### config.mk
export PLATFORM = sky130hd
export DESIGN_NAME = dual_comparator_control
export DESIGN_NICKNAME = d
export VERILOG_FILES = /design/src/cmp_pkg.sv /design/src/cmp_sync.sv /design/src/cmp_channel.sv /design/src/dual_comparator_control.sv
export SDC_FILE = /design/constraint.sdc
export NUM_CORES = 1
export LEC_CHECK = 0
export ABC_AREA = 1
export BUFFER_PORTS_ARGS = -buffer_cell sky130_fd_sc_hd__buf_2
export CAP_MARGIN = 40
export CORE_MARGIN = 2
export CORE_UTILIZATION = 50
export CTS_BUF_LIST = sky130_fd_sc_hd__clkbuf_8
export DETAILED_ROUTE_END_ITERATION = 10
export PLACE_DENSITY = 0.87
export SLEW_MARGIN = 20
export SYNTH_ARGS = -nofsm -noshare
export SYNTH_HDL_FRONTEND = slang
export SYNTH_SLANG_ARGS = --single-unit
### constraint.sdc
create_clock -name i_core_clk -period 2 [get_ports i_core_clk]
set_input_delay 0.2 -clock i_core_clk [delete_from_list [all_inputs] [get_ports i_core_clk]]
set_output_delay 0.2 -clock i_core_clk [all_outputs]
set_load 0.01 [all_outputs]
### src/cmp_pkg.sv
// Package: special-function addresses, field positions and reset values for the comparators
package cmp_pkg;

  // ----------------------------------------------------------------
  // Register addresses
  // ----------------------------------------------------------------
  localparam logic [7:0] CMP0_CTRL_ADDR = 8'h9b;
  localparam logic [7:0] CMP1_CTRL_ADDR = 8'h9a;
  localparam logic [7:0] CMP0_MODE_ADDR = 8'h9d;
  localparam logic [7:0] CMP1_MODE_ADDR = 8'h9c;
  localparam logic [7:0] CMP0_MUX_ADDR = 8'h9f;
  localparam logic [7:0] CMP1_MUX_ADDR = 8'h9e;

  // ----------------------------------------------------------------
  // Field positions
  // ----------------------------------------------------------------
  localparam int CTRL_EN_BIT = 7;
  localparam int CTRL_OUT_BIT = 6;
  localparam int CTRL_RISE_BIT = 5;
  localparam int CTRL_FALL_BIT = 4;
  localparam int CTRL_HYP_LSB = 2;
  localparam int CTRL_HYN_LSB = 0;
  localparam int MODE_RIE_BIT = 5;
  localparam int MODE_FIE_BIT = 4;
  localparam int MODE_RESP_LSB = 0;
  localparam int MUX_NEG_LSB = 4;
  localparam int MUX_POS_LSB = 0;

  // ----------------------------------------------------------------
  // Reset values and writable masks
  // ----------------------------------------------------------------
  localparam logic [7:0] CTRL_RESET = 8'h00;
  localparam logic [7:0] MODE_RESET = 8'h02;
  localparam logic [7:0] MUX_RESET = 8'h00;
  localparam logic [7:0] MODE_WMASK = 8'h33;
  localparam logic [7:0] MUX_WMASK = 8'h33;

  // Hysteresis field encodings
  typedef enum logic [1:0] {
    HYST_OFF = 2'b00,
    HYST_5MV = 2'b01,
    HYST_10MV = 2'b10,
    HYST_20MV = 2'b11
  } hyst_t;

endpackage

### src/cmp_sync.sv
// Two-flop synchroniser for the raw comparator output
`timescale 1ns/10ps
module cmp_sync (
  input wire logic i_core_clk,
  input wire logic i_srst,
  input wire logic i_async,
  output logic o_sync
);
  logic meta_q;

  // First flop feeds only the second
  always_ff @(posedge i_core_clk) begin
    if (i_srst) begin
      meta_q <= 1'b0;
      o_sync <= 1'b0;
    end else begin
      meta_q <= i_async;
      o_sync <= meta_q;
    end
  end
endmodule // cmp_sync

### src/cmp_channel.sv
// One comparator channel: control, mode and mux registers, flags and outputs
`timescale 1ns/10ps
module cmp_channel
  import cmp_pkg::*;
#(
  parameter logic [7:0] CTRL_ADDR = 8'h00,
  parameter logic [7:0] MODE_ADDR = 8'h00,
  parameter logic [7:0] MUX_ADDR = 8'h00
) (
  input wire logic i_core_clk,
  input wire logic i_srst,
  input wire logic [7:0] i_sfr_addr,
  input wire logic i_sfr_wr,
  input wire logic [7:0] i_sfr_wdata,
  input wire logic i_analog_out,
  output logic o_hit,
  output logic [7:0] o_rdata,
  output logic o_enable,
  output logic [1:0] o_pos_hyst,
  output logic [1:0] o_neg_hyst,
  output logic [1:0] o_resp_mode,
  output logic [1:0] o_pos_sel,
  output logic [1:0] o_neg_sel,
  output logic o_raw_out,
  output logic o_latched_out,
  output logic o_rise_flag,
  output logic o_fall_flag,
  output logic o_rise_irq_en,
  output logic o_fall_irq_en
);
  logic [7:0] ctrl_q;
  logic [7:0] ctrl_d;
  logic [7:0] mode_q;
  logic [7:0] mux_q;
  logic sync_out;
  logic prev_q;
  wire wr_ctrl = i_sfr_wr && (i_sfr_addr == CTRL_ADDR);
  wire wr_mode = i_sfr_wr && (i_sfr_addr == MODE_ADDR);
  wire wr_mux = i_sfr_wr && (i_sfr_addr == MUX_ADDR);
  wire rise_evt = sync_out & ~prev_q;
  wire fall_evt = ~sync_out & prev_q;

  // Raw output passes through two flops of the core clock to form the latched output
  cmp_sync u_sync (
    .i_core_clk(i_core_clk),
    .i_srst(i_srst),
    .i_async(o_raw_out),
    .o_sync(sync_out)
  );

  // Flag updates: hardware set wins over a software clear
  always_comb begin
    ctrl_d = ctrl_q;
    if (wr_ctrl) begin
      ctrl_d = i_sfr_wdata;
    end
    ctrl_d[CTRL_OUT_BIT] = 1'b0; // Output bit is read-only
    if (rise_evt) begin
      ctrl_d[CTRL_RISE_BIT] = 1'b1;
    end
    if (fall_evt) begin
      ctrl_d[CTRL_FALL_BIT] = 1'b1;
    end
  end

  // Register storage
  always_ff @(posedge i_core_clk) begin
    if (i_srst) begin
      ctrl_q <= CTRL_RESET;
      mode_q <= MODE_RESET;
      mux_q <= MUX_RESET;
      prev_q <= 1'b0;
    end else begin
      ctrl_q <= ctrl_d;
      prev_q <= sync_out;
      if (wr_mode) begin
        mode_q <= i_sfr_wdata & MODE_WMASK;
      end
      if (wr_mux) begin
        mux_q <= i_sfr_wdata & MUX_WMASK;
      end
    end
  end

  // Field decode and outputs
  assign o_enable = ctrl_q[CTRL_EN_BIT];
  assign o_pos_hyst = ctrl_q[CTRL_HYP_LSB +: 2];
  assign o_neg_hyst = ctrl_q[CTRL_HYN_LSB +: 2];
  assign o_resp_mode = mode_q[MODE_RESP_LSB +: 2];
  assign o_pos_sel = mux_q[MUX_POS_LSB +: 2];
  assign o_neg_sel = mux_q[MUX_NEG_LSB +: 2];
  assign o_rise_irq_en = mode_q[MODE_RIE_BIT];
  assign o_fall_irq_en = mode_q[MODE_FIE_BIT];
  assign o_rise_flag = ctrl_q[CTRL_RISE_BIT];
  assign o_fall_flag = ctrl_q[CTRL_FALL_BIT];
  assign o_raw_out = i_analog_out & o_enable;
  assign o_latched_out = sync_out;
  assign o_hit = (i_sfr_addr == CTRL_ADDR) || (i_sfr_addr == MODE_ADDR)
                 || (i_sfr_addr == MUX_ADDR);

  // Read data: output state shows the synchronised value
  always_comb begin
    o_rdata = 8'h00;
    if (i_sfr_addr == CTRL_ADDR) begin
      o_rdata = ctrl_q;
      o_rdata[CTRL_OUT_BIT] = sync_out;
    end else if (i_sfr_addr == MODE_ADDR) begin
      o_rdata = mode_q;
    end else if (i_sfr_addr == MUX_ADDR) begin
      o_rdata = mux_q;
    end
  end
endmodule // cmp_channel

### src/dual_comparator_control.sv
// Top: two comparator channels on the special-function register port
// What this block does
// - Two identical comparators; differ in input pins and only comparator 0 can request a reset.
// - Each gives a clock-latched output and a raw output working without clock.
// - Two-bit positive and negative input selects per comparator in its mux register.
// - Disabled comparator drives its pin output low.
// - Writable two-bit response-time mode per comparator; slower uses less current.
// - Control bits 3..0 hold hysteresis; upper pair positive, lower pair negative.
// - Hysteresis codes 00 off, 01 5 mV, 10 10 mV, 11 20 mV.
// - Positive and negative hysteresis set independently.
// - Interrupt events on both rising and falling output transitions.
// - Falling transition sets falling flag, control bit 4.
// - Rising transition sets rising flag, control bit 5.
// - Edge flags stay set until software writes zero.
// - Control bit 6 reads current output, 1 when plus above minus.
// - Control bit 7 enables comparator when 1, disables when 0.
// - Comparator 0 control sits at address 0x9B, resetting to zero.
// - Comparator 0 output offered as a reset request source.
`timescale 1ns/10ps
module dual_comparator_control
  import cmp_pkg::*;
(
  input wire logic i_core_clk,
  input wire logic i_srst,
  input wire logic [7:0] i_sfr_addr,
  input wire logic i_sfr_wr,
  input wire logic [7:0] i_sfr_wdata,
  output logic [7:0] o_sfr_rdata,
  output logic o_sfr_hit,
  input wire logic i_cmp0_analog,
  input wire logic i_cmp1_analog,
  input wire logic i_cmp0_reset_en,
  output logic o_cmp0_enable,
  output logic o_cmp1_enable,
  output logic [1:0] o_cmp0_pos_hyst,
  output logic [1:0] o_cmp0_neg_hyst,
  output logic [1:0] o_cmp1_pos_hyst,
  output logic [1:0] o_cmp1_neg_hyst,
  output logic [1:0] o_cmp0_resp_mode,
  output logic [1:0] o_cmp1_resp_mode,
  output logic [1:0] o_cmp0_pos_input_sel,
  output logic [1:0] o_cmp0_neg_input_sel,
  output logic [1:0] o_cmp1_pos_input_sel,
  output logic [1:0] o_cmp1_neg_input_sel,
  output logic o_cmp0_raw_out,
  output logic o_cmp1_raw_out,
  output logic o_cmp0_latched_out,
  output logic o_cmp1_latched_out,
  output logic o_cmp0_rise_flag,
  output logic o_cmp0_fall_flag,
  output logic o_cmp1_rise_flag,
  output logic o_cmp1_fall_flag,
  output logic o_cmp0_irq,
  output logic o_cmp1_irq,
  output logic o_cmp0_reset_req
);
  import cmp_pkg::*;

  // ----------------------------------------------------------------
  // Channel instances
  // ----------------------------------------------------------------
  logic hit0;
  logic hit1;
  logic [7:0] rd0;
  logic [7:0] rd1;
  logic rie0;
  logic fie0;
  logic rie1;
  logic fie1;

  // Comparator 0 (control at 0x9B), identical logic to comparator 1
  cmp_channel #(
    .CTRL_ADDR(CMP0_CTRL_ADDR),
    .MODE_ADDR(CMP0_MODE_ADDR),
    .MUX_ADDR(CMP0_MUX_ADDR)
  ) u_cmp0 (
    .i_core_clk(i_core_clk),
    .i_srst(i_srst),
    .i_sfr_addr(i_sfr_addr),
    .i_sfr_wr(i_sfr_wr),
    .i_sfr_wdata(i_sfr_wdata),
    .i_analog_out(i_cmp0_analog),
    .o_hit(hit0),
    .o_rdata(rd0),
    .o_enable(o_cmp0_enable),
    .o_pos_hyst(o_cmp0_pos_hyst),
    .o_neg_hyst(o_cmp0_neg_hyst),
    .o_resp_mode(o_cmp0_resp_mode),
    .o_pos_sel(o_cmp0_pos_input_sel),
    .o_neg_sel(o_cmp0_neg_input_sel),
    .o_raw_out(o_cmp0_raw_out),
    .o_latched_out(o_cmp0_latched_out),
    .o_rise_flag(o_cmp0_rise_flag),
    .o_fall_flag(o_cmp0_fall_flag),
    .o_rise_irq_en(rie0),
    .o_fall_irq_en(fie0)
  );

  // Comparator 1, same behaviour, its own pins and addresses
  cmp_channel #(
    .CTRL_ADDR(CMP1_CTRL_ADDR),
    .MODE_ADDR(CMP1_MODE_ADDR),
    .MUX_ADDR(CMP1_MUX_ADDR)
  ) u_cmp1 (
    .i_core_clk(i_core_clk),
    .i_srst(i_srst),
    .i_sfr_addr(i_sfr_addr),
    .i_sfr_wr(i_sfr_wr),
    .i_sfr_wdata(i_sfr_wdata),
    .i_analog_out(i_cmp1_analog),
    .o_hit(hit1),
    .o_rdata(rd1),
    .o_enable(o_cmp1_enable),
    .o_pos_hyst(o_cmp1_pos_hyst),
    .o_neg_hyst(o_cmp1_neg_hyst),
    .o_resp_mode(o_cmp1_resp_mode),
    .o_pos_sel(o_cmp1_pos_input_sel),
    .o_neg_sel(o_cmp1_neg_input_sel),
    .o_raw_out(o_cmp1_raw_out),
    .o_latched_out(o_cmp1_latched_out),
    .o_rise_flag(o_cmp1_rise_flag),
    .o_fall_flag(o_cmp1_fall_flag),
    .o_rise_irq_en(rie1),
    .o_fall_irq_en(fie1)
  );

  // ----------------------------------------------------------------
  // Read mux, interrupt requests and reset source
  // ----------------------------------------------------------------
  assign o_sfr_hit = hit0 | hit1;
  assign o_sfr_rdata = hit0 ? rd0 : (hit1 ? rd1 : 8'h00);
  // Flag levels gated by their enables toward the interrupt handler
  assign o_cmp0_irq = (o_cmp0_rise_flag & rie0) | (o_cmp0_fall_flag & fie0);
  assign o_cmp1_irq = (o_cmp1_rise_flag & rie1) | (o_cmp1_fall_flag & fie1);
  // Only comparator 0 can request a reset; asserted while reset enable and comparator enable are set and the latched output is low
  assign o_cmp0_reset_req = i_cmp0_reset_en & o_cmp0_enable & ~o_cmp0_latched_out;

endmodule // dual_comparator_control

==> impl_results.md, run 1 <==
- Post-synthesis cell area: 1780 um^2
- Mapped Cells: 264
- Die width: 63.6 um
- Post-Route WL: 4390 um
- CTS tree: built
- Netlist cell types: 24
- Die ar.: 4040 um^2
- Commonest non-fill, non-tap cell in the layout: buf_2
- Effective utilization at floorplan: 52.8%
- Gpl congestion: 0.867
- DRC: 0
- # Max-Cap Violations: 0
- Hold Crit Class: in -> reg
- First-pass GRT wire length: 7250 um
- DR iter-0 viols: 99
- Num CTS Buffers: 5
- Synth area leader: dfxtp_1
- FILL cells: 323
- Internal power: 0.00102 W
- Core area: 3360 um^2
- Area delta synth->final: 24.1%
- Fin crit share: 79.8%
- Actual slew at the worst max-slew pin: 0.450 ns
- LEAKAGE: 1.07 nW
- Cts hold-fix bufs: 0
- Share of cells above drive strength 1: 26.8%
- Antenna Cells: 0
- Routed len/inst: 11.7 um
- Total Routing Usage GR: 22.7%
- Post-synth EDFFs: 0
- Status: complete, no violations
- CTS resizes: 0
- Remaining Overflow, GRT: 0
- Startpoint types: input port
- Post-CTS setup buffer count: 0
- Largest net degree at the start of global routing: 22
- Sequential Power Share: 53.3%
- Setup crit end kind: primary output
- Via Count: 1876
- Maximum fanout along the worst path: 21
- Clock network power share: 40.0%
- Setup violators final: 0
- Antenna Nets Post-Route: 0
- Final core occ: 65.5%
- Sw Share: 24.2%
- Post-synth ARST share: 0%
- Share of the synthesized area in the top cell type: 40.6%
- Syn. warnings: 0
- Net Sw Power: 0.000326 W
- H-tree depth: 2
- Antenna violations before repair: 0
- Vias in the first global route: 1685
- RSZ-0062 raised after global routing: false
- Ports: 64
- Nets: 349
- Power, Total: 0.00135 W
- Ys flop type: dfxtp_1
- Net Count, Synth: 286
- Period minus WS final: 1.60 ns
- # rows: 21
- Sequential share of the synthesized area: 40.6%
- Clk sink count: 36
- Max Clock Skew: 0.00596 ns
- Combinational Power Share: 6.6%
- DIE HEIGHT: 63.6 um
- Required @ worst endpoint: 1.80 ns
- Top post-synthesis cells by area: dfxtp_1 (41%), nand2_1 (11%), inv_1 (9.7%)
- Clock Tree Root: clkbuf_8
- Crit path DAT: 1.40 ns
- Most frequent cells in the layout: buf_2 (62), nand2_1 (50), inv_1 (47)
- Max IR drop VDD: 467 uV
- PwrDens: 611 nW/um^2
- Max-slew violation count: 0
- Post-DP HPWL: 3200 um
- Max-slew headroom: 69.9%
- Flops & latches, synth: 36
- Highest Clock Rate: 0.627 GHz
- Drt first pass iters: 4
- Number of hold violations in the final report: 0
- Longest Clk Path Bufs: 2
- Avg Inst Size Synth: 6.73 um^2
- Worst-path clk slew: 0.08 ns
- Crit Path Category: in -> out
- Clk Latency, worst-skew pair: 0.29 ns
- Number of port buffers: 62
- DR vias/cell: 5.02
- Final setup TNS: 0 ns
[cell usage after synthesis (3+ instances only)]
master and n:
o22ai_1 6, o21ai_1 17, nor3_1 4, buf_2 3
nand4_1 9, inv_2 3, dfxtp_1 36, nand3_1 8
a21oi_1 18, nand3_2 5, nand2_1 50, inv_1 46
nor2_4 4, nor2_1 41
[critical path, cell delays in order]
cell and delay (ns):
buf_2 0.10, nand2_1 0.07, nor2_2 0.04, buf_4 0.20, nand2_1 0.28, nor2_1 0.07, nor3_1 0.23, nand2_1 0.07
buf_2 0.14
[sequential cells by signal (all words and copies together) (netlist names)]
register,count
u_cmp1.prev_q,1
u_cmp1.ctrl_q,7
u_cmp0.mux_q,4
u_cmp0.prev_q,1
u_cmp1.u_sync.o_sync,1
u_cmp0.u_sync.o_sync,1
u_cmp1.u_sync.meta_q,1
u_cmp1.mode_q,4
u_cmp0.u_sync.meta_q,1
u_cmp0.mode_q,4
u_cmp0.ctrl_q,7
u_cmp1.mux_q,4
[path summary, 6_finish.rpt]
check	slack, ns	depth (start not counted)	start	end
worst min register to register	0.41	2	u_cmp0.u_sync.meta_q	u_cmp0.u_sync.o_sync
worst max-delay path	0.40	9	i_sfr_addr[7]	o_sfr_rdata[4]
worst min-delay path	0.14	3	i_cmp0_analog	u_cmp0.u_sync.meta_q
worst max register to register	1.06	5	u_cmp0.u_sync.o_sync	u_cmp0.ctrl_q[5]
[final cells by class]
cell class / instances / area [um^2] / share of cell area (%)
Clock buffer: 6 / 82.6 / 3.75
Clock inverter: 2 / 11.3 / 0.511
Inverter: 50 / 188 / 8.52
Multi-Input combinational cell: 170 / 818 / 37.1
Sequential cell: 36 / 721 / 32.7
Tap cell: 46 / 57.6 / 2.61
Timing Repair Buffer: 64 / 325 / 14.8
[metal layers]
layer,GRT usage (%),up-vias,routed length (um)
li1,-,955,-
met1,26.9,840,1890
met2,36.3,67,2060
met3,6.43,14,314
met4,13.6,0,129
met5,0,-,0
[power groups by stage]
stage	sequential, W	clock, W	combinational (W)
2_1_floorplan	0.000735	0	0.0000486
3_3_place_gp	0.000735	0	0.0000856
3_5_place_dp	0.000735	0	0.0000877
4_1_cts	0.000718	0.000540	0.0000882
5_1_grt	0.000718	0.000576	0.0000981
6_report	0.000718	0.000539	0.0000895
[cell families (layout without fill, tap and decap cells)]
| group | count (synthesis) | after routing | share of synthesized area [%] |
|---|---|---|---|
| buffers and inverters | 58 | 122 | 13.3 |
| AND/OR/NAND/NOR | 126 | 126 | 33.1 |
| flip-flops | 36 | 36 | 40.6 |
| AO/OA/AOI/OAI | 44 | 44 | 13.0 |
[through the flow]
stage	cell area [um^2]	hold slack, ns	setup WS, ns	std cells
after global routing	2200	0.158	0.252	374
final	2200	0.144	0.404	374
after detailed placement	2110	0.397	0.411	366
after global placement	2110	0.394	0.389	366
after CTS	2200	0.148	0.406	374
after floorplan	1780	0.335	0.820	264
Note: power is estimated with default switching activity, not from simulation.
==> inputs of run 2 (changes only) <==
Settings changed: ABC_AREA 1 to 0, CORE_UTILIZATION 50 to 47, PLACE_DENSITY 0.87 to 0.85.
Clock period 2 ns to 1.32 ns, I/O delays scaled along.
==> impl_results.md, run 2 <==
- Max Clock Skew: 0.000905 ns
- # rows: 23
- Avg Inst Size Synth: 10.3 um^2
- Post-Route WL: 4570 um
- Net Count, Synth: 210
- DR vias/cell: 5.23
- Via Count: 1659
- Fin crit share: 111%
- Post-synth EDFFs: 0
- Post-synthesis cell area: 1940 um^2
- Required @ worst endpoint: 1.19 ns
- Commonest cells in the synthesized netlist: dfxtp_1 (36), nand2b_1 (36), mux2i_1 (30), nand2_1 (10), nor2_1 (9)
- Antenna Cells: 0
- Worst-path clk slew: 0.07 ns
- Share of the synthesized area in the top cell type: 37.2%
- Die width: 68.2 um
- Placed cells: 308
- Netlist cell types: 33
- Startpoint types: flop
- Setup violators final: 4
- Synth area leader: dfxtp_1
- Pre-CTS setup slack: -0.0158 ns
- DRC: 0
- Num CTS Buffers: 5
- DR iter-0 viols: 88
- Ports: 64
- Syn. warnings: 0
- Clk sink count: 36
- Flops & latches, synth: 36
- Effective utilization at floorplan: 48.8%
- Setup crit end kind: primary output
- Vias in the first global route: 1525
- Sequential share of the synthesized area: 37.2%
- CP max-delay cell: dfxtp_2
- Largest regs: u_cmp0.ctrl_q x7, u_cmp1.ctrl_q x7
- Actual slew at the worst max-slew pin: 0.431 ns
- Cts hold-fix bufs: 0
- Max-slew violation count: 0
- # Max-Cap Violations: 0
- PwrDens: 824 nW/um^2
- CP bufs+invs: 1
- Clock Tree Root: clkbuf_8
- Antenna Nets Post-Route: 0
- Mapped Cells: 188
- Top delay family on crit path: flip-flops
- Gpl congestion: 0.838
- Die ar.: 4660 um^2
- Worst path max stage delay: 0.33 ns
- Max-slew headroom: 71.3%
- Remaining Overflow, GRT: 0
- RSZ-0062 raised after global routing: true
- Ys flop type: dfxtp_1
- Longest Clk Path Bufs: 2
- Power, Total: 0.00208 W
- Area delta synth->final: 30.1%
- Routed len/inst: 14.4 um
- DIE HEIGHT: 68.2 um
- Post-route setup slack: -0.147 ns
- Core area: 3970 um^2
- H-tree depth: 2
- CTS tree: built
- LEAKAGE: 1.24 nW
- Most frequent cells in the layout: buf_2 (62), nand2b_1 (36), mux2i_1 (30)
- Max IR drop VDD: 640 uV
- Crit Path Category: reg -> out
- Number of port buffers: 62
- Period minus WS final: 1.47 ns
- Post-synth ARST share: 0%
- Share of cells above drive strength 1: 43.1%
- Nets: 288
- Number of hold violations in the final report: 0
- Antenna violations before repair: 0
- Cell Chain, Critical Path: mux2_4 > a221oi_2 > a311oi_2 > buf_2
- Hold Crit Class: in -> reg
- Maximum fanout along the worst path: 3
- Final setup TNS: -0.499 ns
- Post-DP HPWL: 3490 um
- Total Routing Usage GR: 20.8%
- Clk Latency, worst-skew pair: 0.28 ns
- Crit path DAT: 1.34 ns
- Largest net degree at the start of global routing: 29
- Commonest non-fill, non-tap cell in the layout: buf_2
- Drt first pass iters: 4
- Failing checks: setup timing
- First-pass GRT wire length: 7070 um
- Highest Clock Rate: 0.681 GHz
- Status: finished, violations left
- Cell Count, Final, Fillers Out: 317
- Top post-synthesis cells by area: dfxtp_1 (37%), mux2i_1 (15%), nand2b_1 (12%)
-- run 2: routing by layer --
layer | global-route usage [%] | vias up | wire length [um]
met1 | 27.8 | 776 | 2110
li1 | - | 825 | -
met5 | 0 | - | 0
met3 | 4.44 | 7 | 216
met4 | 9.00 | 0 | 76
met2 | 32.2 | 51 | 2170
-- run 2: area by class of cell --
class / count / area, um^2
clock inverter: 2 / 7.51
fill: 328 / 1450
timing repair buffer: 82 / 473
clock buffer: 6 / 82.6
tap: 50 / 62.6
sequential: 36 / 729
multi-input combinational: 141 / 1170
-- run 2: final timing paths --
path	from	to	slack [ns]	cells past startpoint
worst max-delay path	u_cmp1.mode_q[1]	o_sfr_rdata[1]	-0.15	4
worst min-delay path	i_sfr_wdata[1]	u_cmp1.mode_q[1]	0.14	3
worst max register to register	u_cmp1.ctrl_q[5]	u_cmp1.ctrl_q[5]	0.54	3
worst min register to register	u_cmp1.u_sync.meta_q	u_cmp1.u_sync.o_sync	0.44	1
-- run 2: cells by family (layout without fill, tap and decap cells) --
group           count (synthesis)  in the layout  share of synthesized area [%]
simple gates                   85             85                           30.5
mux                            38             38                           20.7
buf+inv                        11             90                           4.26
compound gates                 18             18                           7.35
flops                          36             36                           37.2
-- run 2: repair_timing --
item	in CTS	in global routing
pin swaps	5	1
buffers inserted	1	0
hold endpoints to repair	0	0
resized for setup	9	3
endpoints found under the setup margin	4	4
-- run 2: worst reg2reg max path: cells and delay by family, from the launching register on --
family / cells / cell delay, ns
DFF: 1 / 0.37
buffers and inverters: 1 / 0.15
AOI/OAI and AO/OA: 2 / 0.20
-- run 2: where the power goes --
group          internal (W)  switching [W]
combinational      0.000104       0.000115
clock              0.000410       0.000362
sequential          0.00109    0.000000986
total               0.00160       0.000479
-- run 2: metrics by stage --
stage	area (um^2)	util [%]	hold slack [ns]
floorplan	1940	-	0.303
global placement	2380	60.1	0.411
detailed placement	2380	60.1	0.422
CTS	2510	63.3	0.126
global route	2520	63.5	0.134
finish	2520	63.5	0.137
